## src/rtl/pitb_pkg.sv

```systemverilog
// Purpose : Shared constants for the peripheral interrupt and time base
// Assumes : Byte-wide register port, seven request sources
// Notes   : Source index order is also the service priority order

package pitb_pkg;

   // ***********************************
   // Register offsets
   // ***********************************
   localparam logic [7:0] ADDR_PSC = 8'h00;
   localparam logic [7:0] ADDR_TB0 = 8'h01;
   localparam logic [7:0] ADDR_TB1 = 8'h02;
   localparam logic [7:0] ADDR_IEN = 8'h03;
   localparam logic [7:0] ADDR_IFL = 8'h04;
   localparam logic [7:0] ADDR_VST = 8'h05;

   // ***********************************
   // Reset values and fields
   // ***********************************
   localparam logic [7:0] PSC_RST  = 8'h00;
   localparam logic [7:0] TBC_RST  = 8'h00;
   localparam logic [7:0] IEN_RST  = 8'h00;
   localparam logic [6:0] IFL_RST  = 7'h00;
   localparam int unsigned TBC_RUN_BIT = 7;
   localparam int unsigned IEN_GIE_BIT = 7;
   localparam int unsigned PER_W       = 3;
   localparam int unsigned PSC_SEL_W   = 2;
   localparam int unsigned PERIOD_BASE_EXP = 8;
   localparam logic [1:0]  PSC_SYS     = 2'h0;
   localparam logic [1:0]  PSC_DIV4    = 2'h1;

   // ***********************************
   // Sources, lowest index served first
   // ***********************************
   localparam int unsigned NSRC       = 7;
   localparam int unsigned SRC_CONV   = 0;
   localparam int unsigned SRC_TICK0  = 1;
   localparam int unsigned SRC_TICK1  = 2;
   localparam int unsigned SRC_SERIAL = 3;
   localparam int unsigned SRC_LOWV   = 4;
   localparam int unsigned SRC_EEPROM = 5;
   localparam int unsigned SRC_UART   = 6;
   localparam logic [11:0] VEC_BASE   = 12'h004;
   localparam logic [11:0] VEC_STEP   = 12'h004;

endpackage

```

## src/rtl/pitb_prescale.sv

```systemverilog
// Purpose : Prescaled clock enable for both time bases
// Assumes : Sub clock is a level input synchronous to core_clk
// Notes   : Output is a one-cycle enable, never a clock

`timescale 1ns/1ps
`default_nettype none

module pitb_prescale
   import pitb_pkg::*;
(
   // Clock and reset
   input  wire logic                 core_clk,
   input  wire logic                 rstn,
   // Control
   input  wire logic [PSC_SEL_W-1:0] src_sel,
   input  wire logic                 sub_clk,
   // Enable out
   output logic                      psc_tick
);

   logic [1:0] div_q;
   logic       sub_q;

   always_ff @(posedge core_clk or negedge rstn) begin
      if (!rstn) begin
         div_q <= 2'h0;
         sub_q <= 1'b0;
      end else begin
         div_q <= div_q + 2'h1;
         sub_q <= sub_clk;
      end
   end

   always_ff @(posedge core_clk or negedge rstn) begin
      if (!rstn) begin
         psc_tick <= 1'b0;
      end else if (src_sel == PSC_SYS) begin
         psc_tick <= 1'b1;
      end else if (src_sel == PSC_DIV4) begin
         psc_tick <= (div_q == 2'h3);
      end else begin
         psc_tick <= sub_clk & ~sub_q;
      end
   end

   property p_sys_rate;
      @(posedge core_clk) disable iff (!rstn)
      (src_sel == PSC_SYS) |=> psc_tick;
   endproperty
   a_sys_rate: assert property (p_sys_rate)
      else $error("system clock source gave no tick");

endmodule // pitb_prescale

`default_nettype wire

```

## src/rtl/pitb_tick.sv

```systemverilog
// Purpose : One time base divider with periodic overflow pulse
// Assumes : psc_tick is a one-cycle enable
// Notes   : Stopping clears the count, so a restart gives a full period

`timescale 1ns/1ps
`default_nettype none

module pitb_tick
   import pitb_pkg::*;
#(
   parameter int unsigned CNT_W = 15
) (
   // Clock and reset
   input  wire logic             core_clk,
   input  wire logic             rstn,
   // Control
   input  wire logic             run,
   input  wire logic [PER_W-1:0] period_sel,
   input  wire logic             psc_tick,
   // Event out
   output logic                  ovf
);

   logic [CNT_W-1:0] cnt_q;
   logic [CNT_W-1:0] limit;
   logic             wrap;

   // period is two to the eight plus code
   assign limit = CNT_W'((32'd1 << (PERIOD_BASE_EXP + 32'(period_sel)))
                         - 32'd1);
   // Compare with >= so a shorter period picked mid-count still wraps
   assign wrap  = (cnt_q >= limit);

   always_ff @(posedge core_clk or negedge rstn) begin
      if (!rstn) begin
         cnt_q <= '0;
      end else if (!run) begin
         cnt_q <= '0;
      end else if (psc_tick) begin
         cnt_q <= wrap ? '0 : cnt_q + CNT_W'(1);
      end
   end

   always_ff @(posedge core_clk or negedge rstn) begin
      if (!rstn) begin
         ovf <= 1'b0;
      end else begin
         ovf <= run & psc_tick & wrap;
      end
   end

   property p_stop;
      @(posedge core_clk) disable iff (!rstn)
      ovf |-> $past(run) && $past(psc_tick);
   endproperty
   a_stop: assert property (p_stop)
      else $error("overflow while stopped");

   property p_period;
      @(posedge core_clk) disable iff (!rstn)
      ovf |-> $past(cnt_q) == $past(limit) || $past(cnt_q) > $past(limit);
   endproperty
   a_period: assert property (p_period)
      else $error("overflow before period end");

endmodule // pitb_tick

`default_nettype wire

```

## src/rtl/pitb_top.sv

```systemverilog
// Purpose : Request flags, enables, vectoring and two time bases
// Assumes : CPU pulses irq_ack for one cycle to take the shown vector
// Notes   : Plain return needs no input; the global enable stays clear

`timescale 1ns/1ps
`default_nettype none

module pitb_top
   import pitb_pkg::*;
#(
   parameter int unsigned CNT_W = 15
) (
   // Clock and reset
   input  wire logic        core_clk,
   input  wire logic        rstn,
   // Register port
   input  wire logic [7:0]  reg_addr,
   input  wire logic [7:0]  reg_wdata,
   input  wire logic        reg_wr,
   input  wire logic        reg_rd,
   output logic      [7:0]  reg_rdata,
   // Peripheral events, one-cycle pulses
   input  wire logic        conv_done_evt,
   input  wire logic        serial_if_byte_evt,
   input  wire logic        serial_if_match_evt,
   input  wire logic        serial_if_tmo_evt,
   input  wire logic        low_supply_evt,
   input  wire logic        eeprom_write_end_evt,
   input  wire logic [5:0]  async_serial_evt,
   // Sub clock level
   input  wire logic        sub_clk,
   // CPU side
   input  wire logic        stack_full,
   input  wire logic        irq_ack,
   input  wire logic        reti_exec,
   output logic             irq_req,
   output logic      [11:0] irq_vector,
   output logic             wake
);

   // ***********************************
   // Decode helpers
   // ***********************************
   function automatic logic [2:0] first_set(input logic [NSRC-1:0] v);
      logic [2:0] idx;
      idx = 3'h0;
      for (int i = NSRC - 1; i >= 0; i--) begin
         if (v[i]) begin
            idx = 3'(i);
         end
      end
      return idx;
   endfunction

   function automatic logic [11:0] vec_of(input logic [2:0] idx);
      return VEC_BASE + VEC_STEP * {9'h000, idx};
   endfunction

   function automatic logic hit(input logic [7:0] a, input logic [7:0] o);
      return a == o;
   endfunction

   // ***********************************
   // Declarations
   // ***********************************
   logic [PSC_SEL_W-1:0] psc_q;
   logic [7:0]           tbc_q [2];
   logic [1:0]           tick_ovf;
   logic                 psc_tick;
   logic [7:0]           ien_q;
   logic [7:0]           ien_d;
   logic [NSRC-1:0]      flags_q;
   logic [NSRC-1:0]      flags_d;
   logic [NSRC-1:0]      hw_set;
   logic [NSRC-1:0]      pend;
   logic [2:0]           sel_q;
   logic                 take;
   logic                 gie;
   logic                 serial_any;
   logic                 uart_any;

   assign gie  = ien_q[IEN_GIE_BIT];
   assign take = irq_ack & irq_req;

   // ***********************************
   // Prescaler and time bases
   // ***********************************
   always_ff @(posedge core_clk or negedge rstn) begin
      if (!rstn) begin
         psc_q <= PSC_RST[PSC_SEL_W-1:0];
      end else if (reg_wr && hit(reg_addr, ADDR_PSC)) begin
         psc_q <= reg_wdata[PSC_SEL_W-1:0];
      end
   end

   pitb_prescale u_psc (
      .core_clk (core_clk),
      .rstn     (rstn),
      .src_sel  (psc_q),
      .sub_clk  (sub_clk),
      .psc_tick (psc_tick)
   );

   for (genvar g = 0; g < 2; g++) begin : g_tb
      always_ff @(posedge core_clk or negedge rstn) begin
         if (!rstn) begin
            tbc_q[g] <= TBC_RST;
         end else if (reg_wr && hit(reg_addr, ADDR_TB0 + 8'(g))) begin
            // Unused bits are not stored and read back as zero
            tbc_q[g] <= {reg_wdata[TBC_RUN_BIT], 4'h0,
                         reg_wdata[PER_W-1:0]};
         end
      end

      pitb_tick #(
         .CNT_W (CNT_W)
      ) u_tick (
         .core_clk   (core_clk),
         .rstn       (rstn),
         .run        (tbc_q[g][TBC_RUN_BIT]),
         .period_sel (tbc_q[g][PER_W-1:0]),
         .psc_tick   (psc_tick),
         .ovf        (tick_ovf[g])
      );
   end

   // ***********************************
   // Request sources
   // ***********************************
   // serial events combined
   assign serial_any = serial_if_byte_evt | serial_if_match_evt |
                       serial_if_tmo_evt;
   assign uart_any   = |async_serial_evt;

   always_comb begin
      hw_set             = '0;
      hw_set[SRC_CONV]   = conv_done_evt;
      hw_set[SRC_TICK0]  = tick_ovf[0];
      hw_set[SRC_TICK1]  = tick_ovf[1];
      hw_set[SRC_SERIAL] = serial_any;
      hw_set[SRC_LOWV]   = low_supply_evt;
      hw_set[SRC_EEPROM] = eeprom_write_end_evt;
      hw_set[SRC_UART]   = uart_any;
   end

   // ***********************************
   // Request flags
   // ***********************************
   always_comb begin
      flags_d = flags_q;
      if (reg_wr && hit(reg_addr, ADDR_IFL)) begin
         // Software may also set a flag, which raises wake as an event would
         flags_d = reg_wdata[NSRC-1:0];
      end
      if (take) begin
         flags_d[sel_q] = 1'b0;
      end
      // flag holds otherwise, new events win over clears
      flags_d = flags_d | hw_set;
   end

   always_ff @(posedge core_clk or negedge rstn) begin
      if (!rstn) begin
         flags_q <= IFL_RST;
      end else begin
         flags_q <= flags_d;
      end
   end

   always_ff @(posedge core_clk or negedge rstn) begin
      if (!rstn) begin
         wake <= 1'b0;
      end else begin
         wake <= |(flags_d & ~flags_q);
      end
   end

   // ***********************************
   // Enables and global enable
   // ***********************************
   always_comb begin
      ien_d = ien_q;
      if (reg_wr && hit(reg_addr, ADDR_IEN)) begin
         ien_d = reg_wdata;
      end
      if (reti_exec) begin
         ien_d[IEN_GIE_BIT] = 1'b1;
      end
      if (take) begin
         ien_d[IEN_GIE_BIT] = 1'b0;
      end
   end

   always_ff @(posedge core_clk or negedge rstn) begin
      if (!rstn) begin
         ien_q <= IEN_RST;
      end else begin
         ien_q <= ien_d;
      end
   end

   // ***********************************
   // Vectoring
   // ***********************************
   // all three conditions
   assign pend = flags_q & ien_q[NSRC-1:0] & {NSRC{gie}};

   always_ff @(posedge core_clk or negedge rstn) begin
      if (!rstn) begin
         irq_req    <= 1'b0;
         sel_q      <= 3'h0;
         irq_vector <= VEC_BASE;
      end else begin
         // Drop at once after a take so one request is never taken twice
         irq_req    <= (|pend) & ~stack_full & ~take;
         sel_q      <= first_set(pend);
         irq_vector <= vec_of(first_set(pend));
      end
   end

   // ***********************************
   // Register read port
   // ***********************************
   always_ff @(posedge core_clk or negedge rstn) begin
      if (!rstn) begin
         reg_rdata <= 8'h00;
      end else if (!reg_rd) begin
         reg_rdata <= 8'h00;
      end else begin
         unique case (reg_addr)
            ADDR_PSC: reg_rdata <= {6'h00, psc_q};
            ADDR_TB0: reg_rdata <= tbc_q[0];
            ADDR_TB1: reg_rdata <= tbc_q[1];
            ADDR_IEN: reg_rdata <= ien_q;
            ADDR_IFL: reg_rdata <= {1'b0, flags_q};
            ADDR_VST: reg_rdata <= {irq_req, 4'h0, sel_q};
            default:  reg_rdata <= 8'h00;
         endcase
      end
   end

   // ***********************************
   // Checks
   // ***********************************
   property p_conv_set;
      @(posedge core_clk) disable iff (!rstn)
      conv_done_evt |=> flags_q[SRC_CONV];
   endproperty
   a_conv_set: assert property (p_conv_set)
      else $error("conversion end did not set flag");

   property p_vector;
      @(posedge core_clk) disable iff (!rstn)
      irq_req |-> $past(gie) && !$past(stack_full)
                  && $past(flags_q[first_set(pend)])
                  && $past(ien_q[first_set(pend)]);
   endproperty
   a_vector: assert property (p_vector)
      else $error("request raised without all enables");

   property p_svc_gie;
      @(posedge core_clk) disable iff (!rstn)
      take |=> !gie ##1 !irq_req;
   endproperty
   a_svc_gie: assert property (p_svc_gie)
      else $error("service left global enable set");

   property p_svc_flag;
      @(posedge core_clk) disable iff (!rstn)
      take && !hw_set[sel_q] && !reg_wr |=> !flags_q[$past(sel_q)];
   endproperty
   a_svc_flag: assert property (p_svc_flag)
      else $error("serviced flag not cleared");

   property p_tick_set;
      @(posedge core_clk) disable iff (!rstn)
      tick_ovf[1] |=> flags_q[SRC_TICK1];
   endproperty
   a_tick_set: assert property (p_tick_set)
      else $error("overflow did not set flag");

   property p_serial;
      @(posedge core_clk) disable iff (!rstn)
      serial_if_tmo_evt || serial_if_match_evt |=> flags_q[SRC_SERIAL];
   endproperty
   a_serial: assert property (p_serial)
      else $error("serial event lost");

   property p_uart;
      @(posedge core_clk) disable iff (!rstn)
      async_serial_evt != 6'h00 |=> flags_q[SRC_UART];
   endproperty
   a_uart: assert property (p_uart)
      else $error("uart event lost");

   property p_wake;
      @(posedge core_clk) disable iff (!rstn)
      ##1 ((flags_q & ~$past(flags_q)) != '0) |-> wake;
   endproperty
   a_wake: assert property (p_wake)
      else $error("rising flag gave no wake");

   property p_hold;
      @(posedge core_clk) disable iff (!rstn)
      flags_q[SRC_EEPROM] && !take && !reg_wr |=> flags_q[SRC_EEPROM];
   endproperty
   a_hold: assert property (p_hold)
      else $error("flag dropped without clear");

   property p_reti;
      @(posedge core_clk) disable iff (!rstn)
      reti_exec && !take |=> gie;
   endproperty
   a_reti: assert property (p_reti)
      else $error("return did not restore global enable");

   property p_prio;
      @(posedge core_clk) disable iff (!rstn)
      irq_req |-> ($past(pend) & ((7'h01 << sel_q) - 7'h01)) == 7'h00;
   endproperty
   a_prio: assert property (p_prio)
      else $error("lower vector was pending");

   c_take: cover property (@(posedge core_clk) disable iff (!rstn)
      take ##[1:20] reti_exec);
   c_stack: cover property (@(posedge core_clk) disable iff (!rstn)
      (|pend) && stack_full);
   c_tick: cover property (@(posedge core_clk) disable iff (!rstn)
      tick_ovf[0] ##1 wake);

endmodule // pitb_top

`default_nettype wire

```

## config.mk

```make
export PLATFORM = sky130hd
export DESIGN_NAME = pitb_top
export DESIGN_NICKNAME = d
export VERILOG_FILES = /design/src/rtl/pitb_pkg.sv /design/src/rtl/pitb_prescale.sv /design/src/rtl/pitb_tick.sv /design/src/rtl/pitb_top.sv
export SDC_FILE = /design/constraint.sdc
export NUM_CORES = 1
export LEC_CHECK = 0
export BUFFER_PORTS_ARGS = -buffer_cell sky130_fd_sc_hd__buf_2
export CORE_AREA = 2 2 100 102
export CTS_BUF_LIST = sky130_fd_sc_hd__clkbuf_8
export DETAILED_ROUTE_END_ITERATION = 6
export DIE_AREA = 0 0 102 104
export HOLD_SLACK_MARGIN = 0.08
export PLACE_DENSITY = 0.71
export SYNTH_ARGS = -nofsm -noshare
export SYNTH_HDL_FRONTEND = slang
export SYNTH_SLANG_ARGS = --single-unit
```

## constraint.sdc

```tcl
create_clock -name core_clk -period 3.2 [get_ports core_clk]
set_input_delay 0.16 -clock core_clk [delete_from_list [all_inputs] [get_ports core_clk]]
set_output_delay 0.16 -clock core_clk [all_outputs]
set_load 0.1 [all_outputs]
```

* After elaboration in Yosys (flattened, before gate mapping)
Cells that the tools add are included.
** Storage, ports and cells
- Logic and storage cells :: 97
- Flip-flop bits (word level) :: 80
- Bits in latches :: 0
- RAM bits :: 0
- ROM bits :: 0
- Input port bits :: 36
- Memories :: 0
- Output and inout port bits :: 22
** Operators by class
- Multiply operators :: 0
- Div/mod/pow operators :: 0
- Equal/unequal tests :: 9
- Reductions and logical operators :: 12
- Magnitude comparators :: 4
- Add/sub/neg operators :: 8
- Shift-type cells :: 2
- Bitwise logic cells :: 20
- Muxes and demuxes :: 24
** Operators with widths (number)
- 15-bit two-way mux :: 6
- 1-bit by 32-bit left shift with 15-bit output (first input constant) :: 2
- 8-bit case mux with 6 select lines :: 1
- 15-bit by 1-bit adder with 15-bit output (second input constant) :: 2
- 15-bit greater-or-equal comparator :: 2
- 15-bit by 1-bit subtractor with 15-bit output (second input constant) :: 2
- 7-bit bitwise AND :: 4
- 3-bit two-way mux :: 7
- 8-bit by 2-bit == test with 1-bit output (second input constant) :: 2
- 8-bit by 3-bit == test with 1-bit output (second input constant) :: 2
- 8-bit two-way mux :: 2
- 7-bit two-way mux :: 2
- 7-bit NOT :: 2
- 7-bit OR reduction :: 2
- 4-bit by 3-bit adder with 5-bit output (first input constant) :: 2
- 1-bit bitwise AND :: 8
- 8-bit by 1-bit == test with 1-bit output (second input constant) :: 1
- 8-bit zero test :: 1
- 7-bit OR :: 1
- 3-bit by 5-bit adder with 6-bit output (first input constant) :: 1
- 1-bit logical AND :: 6
- 6-bit OR reduction :: 1
- 1-bit two-way mux :: 5
- 3-bit by 4-bit < comparator with 1-bit output (second input constant) :: 1
- 10 further kinds :: 14

* Logic depth before layout (Yosys ltp)
Gate-level depths: netlist (run 1).
- Depth after elaboration :: 10
- Gate-level depth with buffers :: 15
- Mapped depth without buffers :: 12

* Modules after synthesis
A second synthesis (run 1) with hierarchy kept.
** Second synthesis, totals
- Cells, all modules :: 484
- Area, all modules :: 4822.1 um^2
** Modules (own cells, without submodules)
- pitb_tick :: area an instance 1233.7 um^2, sequential area each 400.4 um^2, cells an instance 139, times used 2
- pitb_top :: area an instance 2213.4 um^2, sequential area each 1052.3 um^2, cells an instance 197, times used 1
- pitb_prescale :: area an instance 141.4 um^2, sequential area each 100.1 um^2, cells an instance 9, times used 1

* Least setup slack after synthesis (run 1)
Ideal clock, no wire load.
- Path kind :: reg-to-reg
- From :: reg tbc_q[10] in the netlist's numbering
- To :: reg g_tb[0].u_tick.cnt_q[14]
- Path slack :: 0.060 ns
- Library setup time :: 0.086 ns
- Cell stages (with the launch flop) :: 14
- Path buffers :: 2
- Arrival time :: 3.054 ns
- Period minus slack after synthesis :: 3.140 ns
- Cell sequence :: dfrtp_1 clkbuf_1 or3_1 ha_1 nor3_1 a21oi_1 o21a_1 ha_1 and3_1 a221oi_1 nor2b_1 clkbuf_1 a31oi_1 o22ai_1
** Between the ends
- Word-level cells in the longest chain between the ends :: 7
** RTL lines
- start: declaration :: RTL line pitb_top.sv:67 : logic [7:0] tbc_q [2];
- start signal: indexed assignment :: RTL line pitb_top.sv:110 : tbc_q[g] <= {reg_wdata[TBC_RUN_BIT], 4'h0,
- 4-bit by 3-bit adder with 5-bit output :: RTL line pitb_tick.sv:29 : assign limit = CNT_W'((32'd1 << (PERIOD_BASE_EXP + 32'(period_sel)))
- 1-bit by 32-bit left shift with 15-bit output :: RTL line pitb_tick.sv:29
- 15-bit by 1-bit subtractor with 15-bit output :: RTL line pitb_tick.sv:30 : - 32'd1);
- 15-bit greater-or-equal comparator :: RTL line pitb_tick.sv:32 : assign wrap = (cnt_q >= limit);
- 15-bit two-way mux :: RTL line pitb_tick.sv:40 : cnt_q <= wrap ? '0 : cnt_q + CNT_W'(1);
- 15-bit two-way mux :: RTL line pitb_tick.sv:39 : end else if (psc_tick) begin
- 15-bit two-way mux :: RTL line pitb_tick.sv:37 : end else if (!run) begin
- end signal: assignment :: RTL line pitb_tick.sv:40
- end: declaration :: RTL line pitb_tick.sv:24 : logic [CNT_W-1:0] cnt_q;
Every way passes these cells. The select of a mux whose other input is x is not followed.
A chain may end at the register's enable or synchronous reset.

* Worst setup path in the final report (run 1)
Same ends and word-level chain as after synthesis.

==> impl_metrics.json, run 1 <==
{
  "path_delay_family": "simple AND/OR/NAND/NOR gates",
  "area_growth_pct": 17.8,
  "path_cells": "or3_4 > ha_4 > nor3_2 > a21oi_1 > o21a_1 > ha_1 > and3_1 > a221oi_2 > nor2b_4 > buf_6 > a31oi_1 > o22ai_1",
  "worstSetupEndpointType": "flip-flop",
  "seq_area_frac_synth_pct": 42.4,
  "numCtsBuffers": 9,
  "timing.max_cap.violations": 0,
  "fp.dieH_um": 104,
  "dp.final_hpwl_um": 7680,
  "leakage_nw": 2.42,
  "path_max_fanout": 11,
  "yosys_register_bits": 78,
  "slew_headroom_pct": 28.0,
  "grt_pass1_wl_um": 18600,
  "synthArstFlopShare_pct": 100,
  "worstSetupPathType": "flip-flop to flip-flop",
  "synthCells": 483,
  "antenna_found_initial": 0,
  "tritoncts": "yes",
  "power_density_nw_per_um2": 402,
  "cp-start-kind": "flip-flop",
  "yosys_warnings": 0,
  "routabilityCongestion": 0.890,
  "route.detailed.drc": 0,
  "fin_skew_ns": 0.0139,
  "synth_top_area_share_pct": 41.8,
  "initial_core_util_pct": 48.3,
  "grt_max_degree": 79,
  "clk_pin_slew_worst_paths_ns": 0.09,
  "synthTopCellsByArea": "dfrtp_1 (42%), ha_1 (5.4%), nand2_1 (3.8%), mux2_2 (3.4%), mux2i_1 (3.3%)",
  "setup_viol": 0,
  "via_per_inst": 5.77,
  "fin_area_um2": 5430,
  "clock_latency_ns": 0.34,
  "ir_worst_vdd_mv": 0.253,
  "dieWidth_um": 102,
  "yosys.area.top_type": "dfrtp_1",
  "layout-drive-gt1-share_pct": 19.6,
  "crit_path_top_delay_cell": "or3_4",
  "vias": 3972,
  "netlist_area_um2": 4610,
  "synth_edf_count": 0,
  "status": "finished, final reports clean",
  "cts_root_buffer": "clkbuf_8",
  "io_pins": 58,
  "overflow": 0,
  "port_buffers": 49,
  "tightest_slew_ns": 1.08,
  "min_period_ns": 3.10,
  "grt_pass1_vias": 3876,
  "drv_slew": 0,
  "crit_required_ns": 3.46,
  "postRouteAntennaNets": 0,
  "cts_max_level": 3,
  "wl_um": 11100,
  "cts_buffer_depth": 2,
  "cp_slowest_stage_delay_ns": 0.41,
  "drt-initial-drc-count": 253,
  "place_area_um2": 5010,
  "crit_arrival_ns": 3.36,
  "rsz0062_at_grt": "true",
  "postSynthAreaPerCell_um2": 9.54,
  "drt_pass1_iterations": 5,
  "antenna_cells": 0,
  "cts.sinks": 78,
  "hp-class": "primary input to flip-flop",
  "fin_tns_setup_ns": 0,
  "grt_usage_pct": 21.8,
  "max_clock_freq_mhz": 323,
  "fin_crit_sh_pct": 96.9,
  "core-area_um2": 9550,
  "dieArea_um2": 10600,
  "total_power_mw": 2.18,
  "row_count": 36,
  "finalHoldViolCount": 0,
  "synth.distinct_cells": 64,
  "final_nets": 606,
  "ys.flop_type": "dfrtp_1",
  "wl_per_cell_um": 16.1,
  "crit_buf_inv": 1
}
[flip-flops by register name, summed over array words and instances (netlist names)]
signal,flops
flags_q,7
g_tb.u_tick.cnt_q,30
u_psc.psc_tick,1
reg_rdata,8
tbc_q,8
psc_q,2
irq_vector,4
ien_q,8
irq_req,1
wake,1
u_psc.div_q,2
g_tb.u_tick.ovf,2
sel_q,3
u_psc.sub_q,1
[through the flow]
step,std cells,setup WS [ns],utilization (%),hold WS [ns]
4_1_cts,688,0.0177,56.3,0.101
2_1_floorplan,491,0.0602,-,-0.136
6_report,688,0.100,56.8,0.107
3_3_place_gp,656,0.112,52.5,0.305
5_1_grt,688,-0.0402,56.8,0.0974
3_5_place_dp,656,-0.0633,52.5,0.306
[cell families (layout without fill, tap and decap cells)]
logic type	Yosys count	in the layout	synth area share [%]
and+or+nand+nor	183	183	22.2
AOI/OAI and AO/OA	117	117	17.6
DFF	78	78	42.4
buffers and inverters	51	115	4.86
muxes	29	29	6.68
adders and majority gates	20	20	5.43
xor gates and xnor gates	4	4	0.760
other	1	9	0.0814
[what timing repair did]
action,4_1_cts,5_1_grt
setup endpoints to repair,13,22
hold buffers,16,0
buffers inserted,0,0
hold endpoints to repair,90,0
resized for setup,4,13
pin swaps,0,3
[placed cells by master, fill, tap and decap left out, types with 13 or more instances in the layout]
cell,netlist,final
buf_2,2,48
a31oi_1,13,13
mux2i_1,15,15
nand2_1,47,46
dfrtp_1,77,77
dlygate4sd3_1,0,16
nand3_1,23,23
nor3_1,17,16
o21ai_0,16,15
mux2_2,14,14
a21oi_1,17,17
ha_1,20,18
nor2_1,18,18
inv_1,22,24
[Yosys cell counts, types with 3 or more instances]
cell type,count
a211o_1,3
a21o_1,5
a21oi_1,17
a22o_1,4
a22oi_1,10
a31oi_1,13
and2_1,3
and3_1,6
and4_1,4
buf_4,8
clkbuf_1,19
dfrtp_1,77
ha_1,20
inv_1,22
mux2_2,14
mux2i_1,15
nand2_1,47
nand2b_1,10
nand3_1,23
nand4_1,9
nor2_1,18
nor2b_1,10
nor3_1,17
nor3b_1,6
nor4_1,7
o211ai_1,4
o21a_1,7
o21ai_0,16
o22ai_1,8
o311ai_0,5
o31ai_1,3
or3_1,4
or4_1,3
xor2_1,3
[routing by layer]
layer | GRT usage, % | vias to the layer above | part of all wire, %
met5 | 0 | - | 0
met4 | 6.86 | 0 | 1.2
met3 | 4.17 | 16 | 4.0
met2 | 34.5 | 101 | 48
met1 | 30.0 | 1924 | 47
li1 | - | 1931 | -
[path summary, 6_finish.rpt]
check	from	endpoint	slack (ns)	cells after the start
max	tbc_q[10]$_DFFE_PN0P_	g_tb[0].u_tick.cnt_q[14]$_DFFE_PN0P_	0.10	12
min in group asynchronous	rstn	g_tb[1].u_tick.cnt_q[9]$_DFFE_PN0P_	0.50	2
max reg2reg	tbc_q[10]$_DFFE_PN0P_	g_tb[0].u_tick.cnt_q[14]$_DFFE_PN0P_	0.10	12
max in group asynchronous	rstn	g_tb[0].u_tick.cnt_q[14]$_DFFE_PN0P_	2.05	2
min reg2reg	u_psc.sub_q$_DFF_PN0_	u_psc.psc_tick$_DFF_PN0_	0.44	1
min	reg_wdata[7]	tbc_q[15]$_DFFE_PN0P_	0.11	2
[report_power, final]
| group | total, mW | internal, mW | switching [mW] |
|---|---|---|---|
| sequential | 1.07 | 1.02 | 0.0459 |
| combinational | 0.384 | 0.122 | 0.262 |
| clock | 0.725 | 0.356 | 0.368 |
| total | 2.18 | 1.50 | 0.676 |
[cell type report]
type / count / area, um^2
clock buffers: 9 / 124
clock inverters: 7 / 66.3
fillers: 866 / 4120
inverters: 22 / 82.6
multi-input cells: 362 / 2530
flip-flops and latches: 78 / 1950
well taps: 133 / 166
repair buffers: 77 / 505
[worst register-to-register path, stage by stage (launching register included)]
cell and delay (ns):
dfrtp_1 0.39, or3_4 0.41, ha_4 0.19, nor3_2 0.18
a21oi_1 0.06, o21a_1 0.18, ha_1 0.31, and3_1 0.23
a221oi_2 0.33, nor2b_4 0.25, buf_6 0.16, a31oi_1 0.09
o22ai_1 0.22
Power figures use the tool's default switching activity.
==> inputs of run 2 (changes only) <==
Settings changed: CORE_AREA 2 2 100 102 to 2 2 95 97, DIE_AREA 0 0 102 104 to 0 0 97 99, PLACE_DENSITY 0.71 to 0.78.
==> impl_metrics.json, run 2 (synthesis gave the netlist of run 1 again) <==
{
  "drt_pass1_iterations": 5,
  "crit_buf_inv": 1,
  "top_register": "g_tb.u_tick.cnt_q",
  "p_seq_share_pct": 50.9,
  "io_pins": 58,
  "rrSetupSlack_ns": 0.19,
  "slew_headroom_pct": 30.3,
  "drt-initial-drc-count": 268,
  "rsz0062_at_grt": "false",
  "dieArea_um2": 9600,
  "clk_pin_slew_worst_paths_ns": 0.08,
  "postRouteAntennaNets": 0,
  "cp-endpoint": "g_tb[0].u_tick.cnt_q[2]$_DFFE_PN0P_",
  "p_clk_share_pct": 31.0,
  "instances_no_fill": 662,
  "wl_per_cell_um": 17.2,
  "path_cells": "or3_1 > ha_2 > nor3_1 > a21oi_1 > o21a_1 > ha_1 > and3_1 > a221oi_2 > nor2b_4 > buf_4 > a31oi_1 > mux2i_1",
  "port_buffers": 49,
  "reg2regPathDepth": 12,
  "clock_latency_ns": 0.35,
  "crit_arrival_ns": 3.28,
  "numCtsBuffers": 9,
  "antenna_found_initial": 0,
  "dieWidth_um": 97,
  "worstSetupPathType": "flip-flop to flip-flop",
  "status": "finished, final reports clean",
  "p_int_mw": 1.42,
  "path_delay_family": "simple AND/OR/NAND/NOR gates",
  "crit_path_top_delay_cell": "or3_1",
  "fp.dieH_um": 99,
  "timing.final.ws_setup_ns": 0.185,
  "cts.sinks": 78,
  "max_clock_freq_mhz": 332,
  "final_common_cell": "dfrtp_1",
  "combPwrFrac_pct": 18.1,
  "critPathLaunch": "tbc_q[10]$_DFFE_PN0P_",
  "final_nets": 605,
  "rr_startpoint": "tbc_q[10]$_DFFE_PN0P_",
  "via_per_inst": 6.19,
  "worstSetupEndpointType": "flip-flop",
  "cts_max_level": 3,
  "finalHoldViolCount": 0,
  "grt_pass1_vias": 3864,
  "cts_buffer_depth": 2,
  "worstReg2RegEnd": "g_tb[0].u_tick.cnt_q[2]$_DFFE_PN0P_",
  "route.detailed.drc": 0,
  "row_count": 34,
  "vias": 4098,
  "hp-class": "primary input to flip-flop",
  "fin_skew_ns": 0.0177,
  "min_period_ns": 3.01,
  "post-cts-setup-buffer-count": 0,
  "initial_core_util_pct": 53.9,
  "overflow": 0,
  "largest_register_ffs": 30,
  "place_inst": 631,
  "core-area_um2": 8550,
  "leakage_nw": 2.40,
  "setup_viol": 0,
  "fin_crit_sh_pct": 94.2,
  "cts_root_buffer": "clkbuf_8",
  "dp_slack_ns": 0.0966,
  "area_growth_pct": 15.6,
  "fin_tns_setup_ns": 0,
  "layout_common_cells": "dfrtp_1 (77), buf_2 (48), nand2_1 (47)",
  "ir_worst_vdd_mv": 0.316,
  "layout-drive-gt1-share_pct": 19.1,
  "crit_cells": 12,
  "drv_slew": 0,
  "grt_usage_pct": 24.2,
  "switchingPower_mw": 0.697,
  "routabilityCongestion": 0.901,
  "path_max_fanout": 10,
  "cp-start-kind": "flip-flop",
  "power_density_nw_per_um2": 398,
  "timing.max_cap.violations": 0,
  "grt_pass1_wl_um": 18800,
  "p_sw_share_pct": 32.9,
  "tightest_slew_ns": 1.04,
  "crit_required_ns": 3.47,
  "wl_um": 11400,
  "grt_max_degree": 79,
  "antenna_cells": 0,
  "cp_slowest_stage_delay_ns": 0.41,
  "tritoncts": "yes",
  "dp.final_hpwl_um": 8020
}
[run 2: changes by cell type in the layout (fill, tap and decap cells not counted), sizes merged]
cell         change
inv              -2
clkinvlp         -1
bufinv           -1
dlygate4sd3      -1
clkinv           +4
[run 2: worst register-to-register path: cells and delay by family, from the launching register on]
| family | cells | cell delay, ns |
|---|---|---|
| compound gates | 4 | 0.65 |
| buf+inv | 1 | 0.19 |
| fa+ha+maj | 2 | 0.51 |
| simple gates | 4 | 1.03 |
| flops | 1 | 0.38 |
| mux | 1 | 0.18 |
[run 2: area by class of cell]
type / count / area (um^2)
fill: 695 / 3230
tap: 108 / 135
timing repair buffer: 76 / 488
clock inverter: 7 / 43.8
clock buffer: 9 / 124
sequential: 78 / 1950
inverter: 22 / 82.6
multi-input combinational: 362 / 2500
[run 2: how the worst min path moves through the flow]
stage	slack, ns	endpoint	depth (start not counted)	from
2_1_floorplan	-0.14	flags_q[0]$_DFF_PN0_	0	rstn
3_3_place_gp	0.29	u_psc.sub_q$_DFF_PN0_	1	sub_clk
3_5_place_dp	0.29	u_psc.sub_q$_DFF_PN0_	1	sub_clk
4_1_cts	0.08	ien_q[7]$_DFFE_PN0P_	2	reti_exec
5_1_grt	0.10	ien_q[7]$_DFFE_PN0P_	2	reti_exec
6_report	0.09	ien_q[7]$_DFFE_PN0P_	2	reti_exec
[run 2: power by group through the flow]
stage	clock [mW]	combinational, mW	sequential [mW]
2_1_floorplan	0	0.195	1.15
3_3_place_gp	0	0.352	1.09
3_5_place_dp	0	0.362	1.09
4_1_cts	0.667	0.377	1.07
5_1_grt	0.709	0.414	1.08
6_report	0.656	0.384	1.08
[run 2: metal layers]
layer	global-route usage (%)	up-vias	wire, um
met5	0	-	0
met4	9.32	0	221
met3	5.25	21	784
li1	-	1929	-
met2	36.8	140	5270
met1	34.0	2008	5140
[run 2: timing repair]
action | CTS | global route
hold buffers | 15 | 0
gates resized for setup | 0 | 11
endpoints found under the setup margin | 0 | 25
endpoints found under the hold margin | 90 | 0
[run 2: through the flow]
stage | utilization [%] | instance area, um^2 | hold slack, ns | power, mW
finish | 62.3 | 5330 | 0.0909 | 2.12
global route | 62.3 | 5330 | 0.104 | 2.20
CTS | 61.9 | 5300 | 0.0823 | 2.12
detailed placement | 58.2 | 4980 | 0.291 | 1.45
global placement | 58.2 | 4980 | 0.289 | 1.44
floorplan | - | 4640 | -0.136 | 1.35
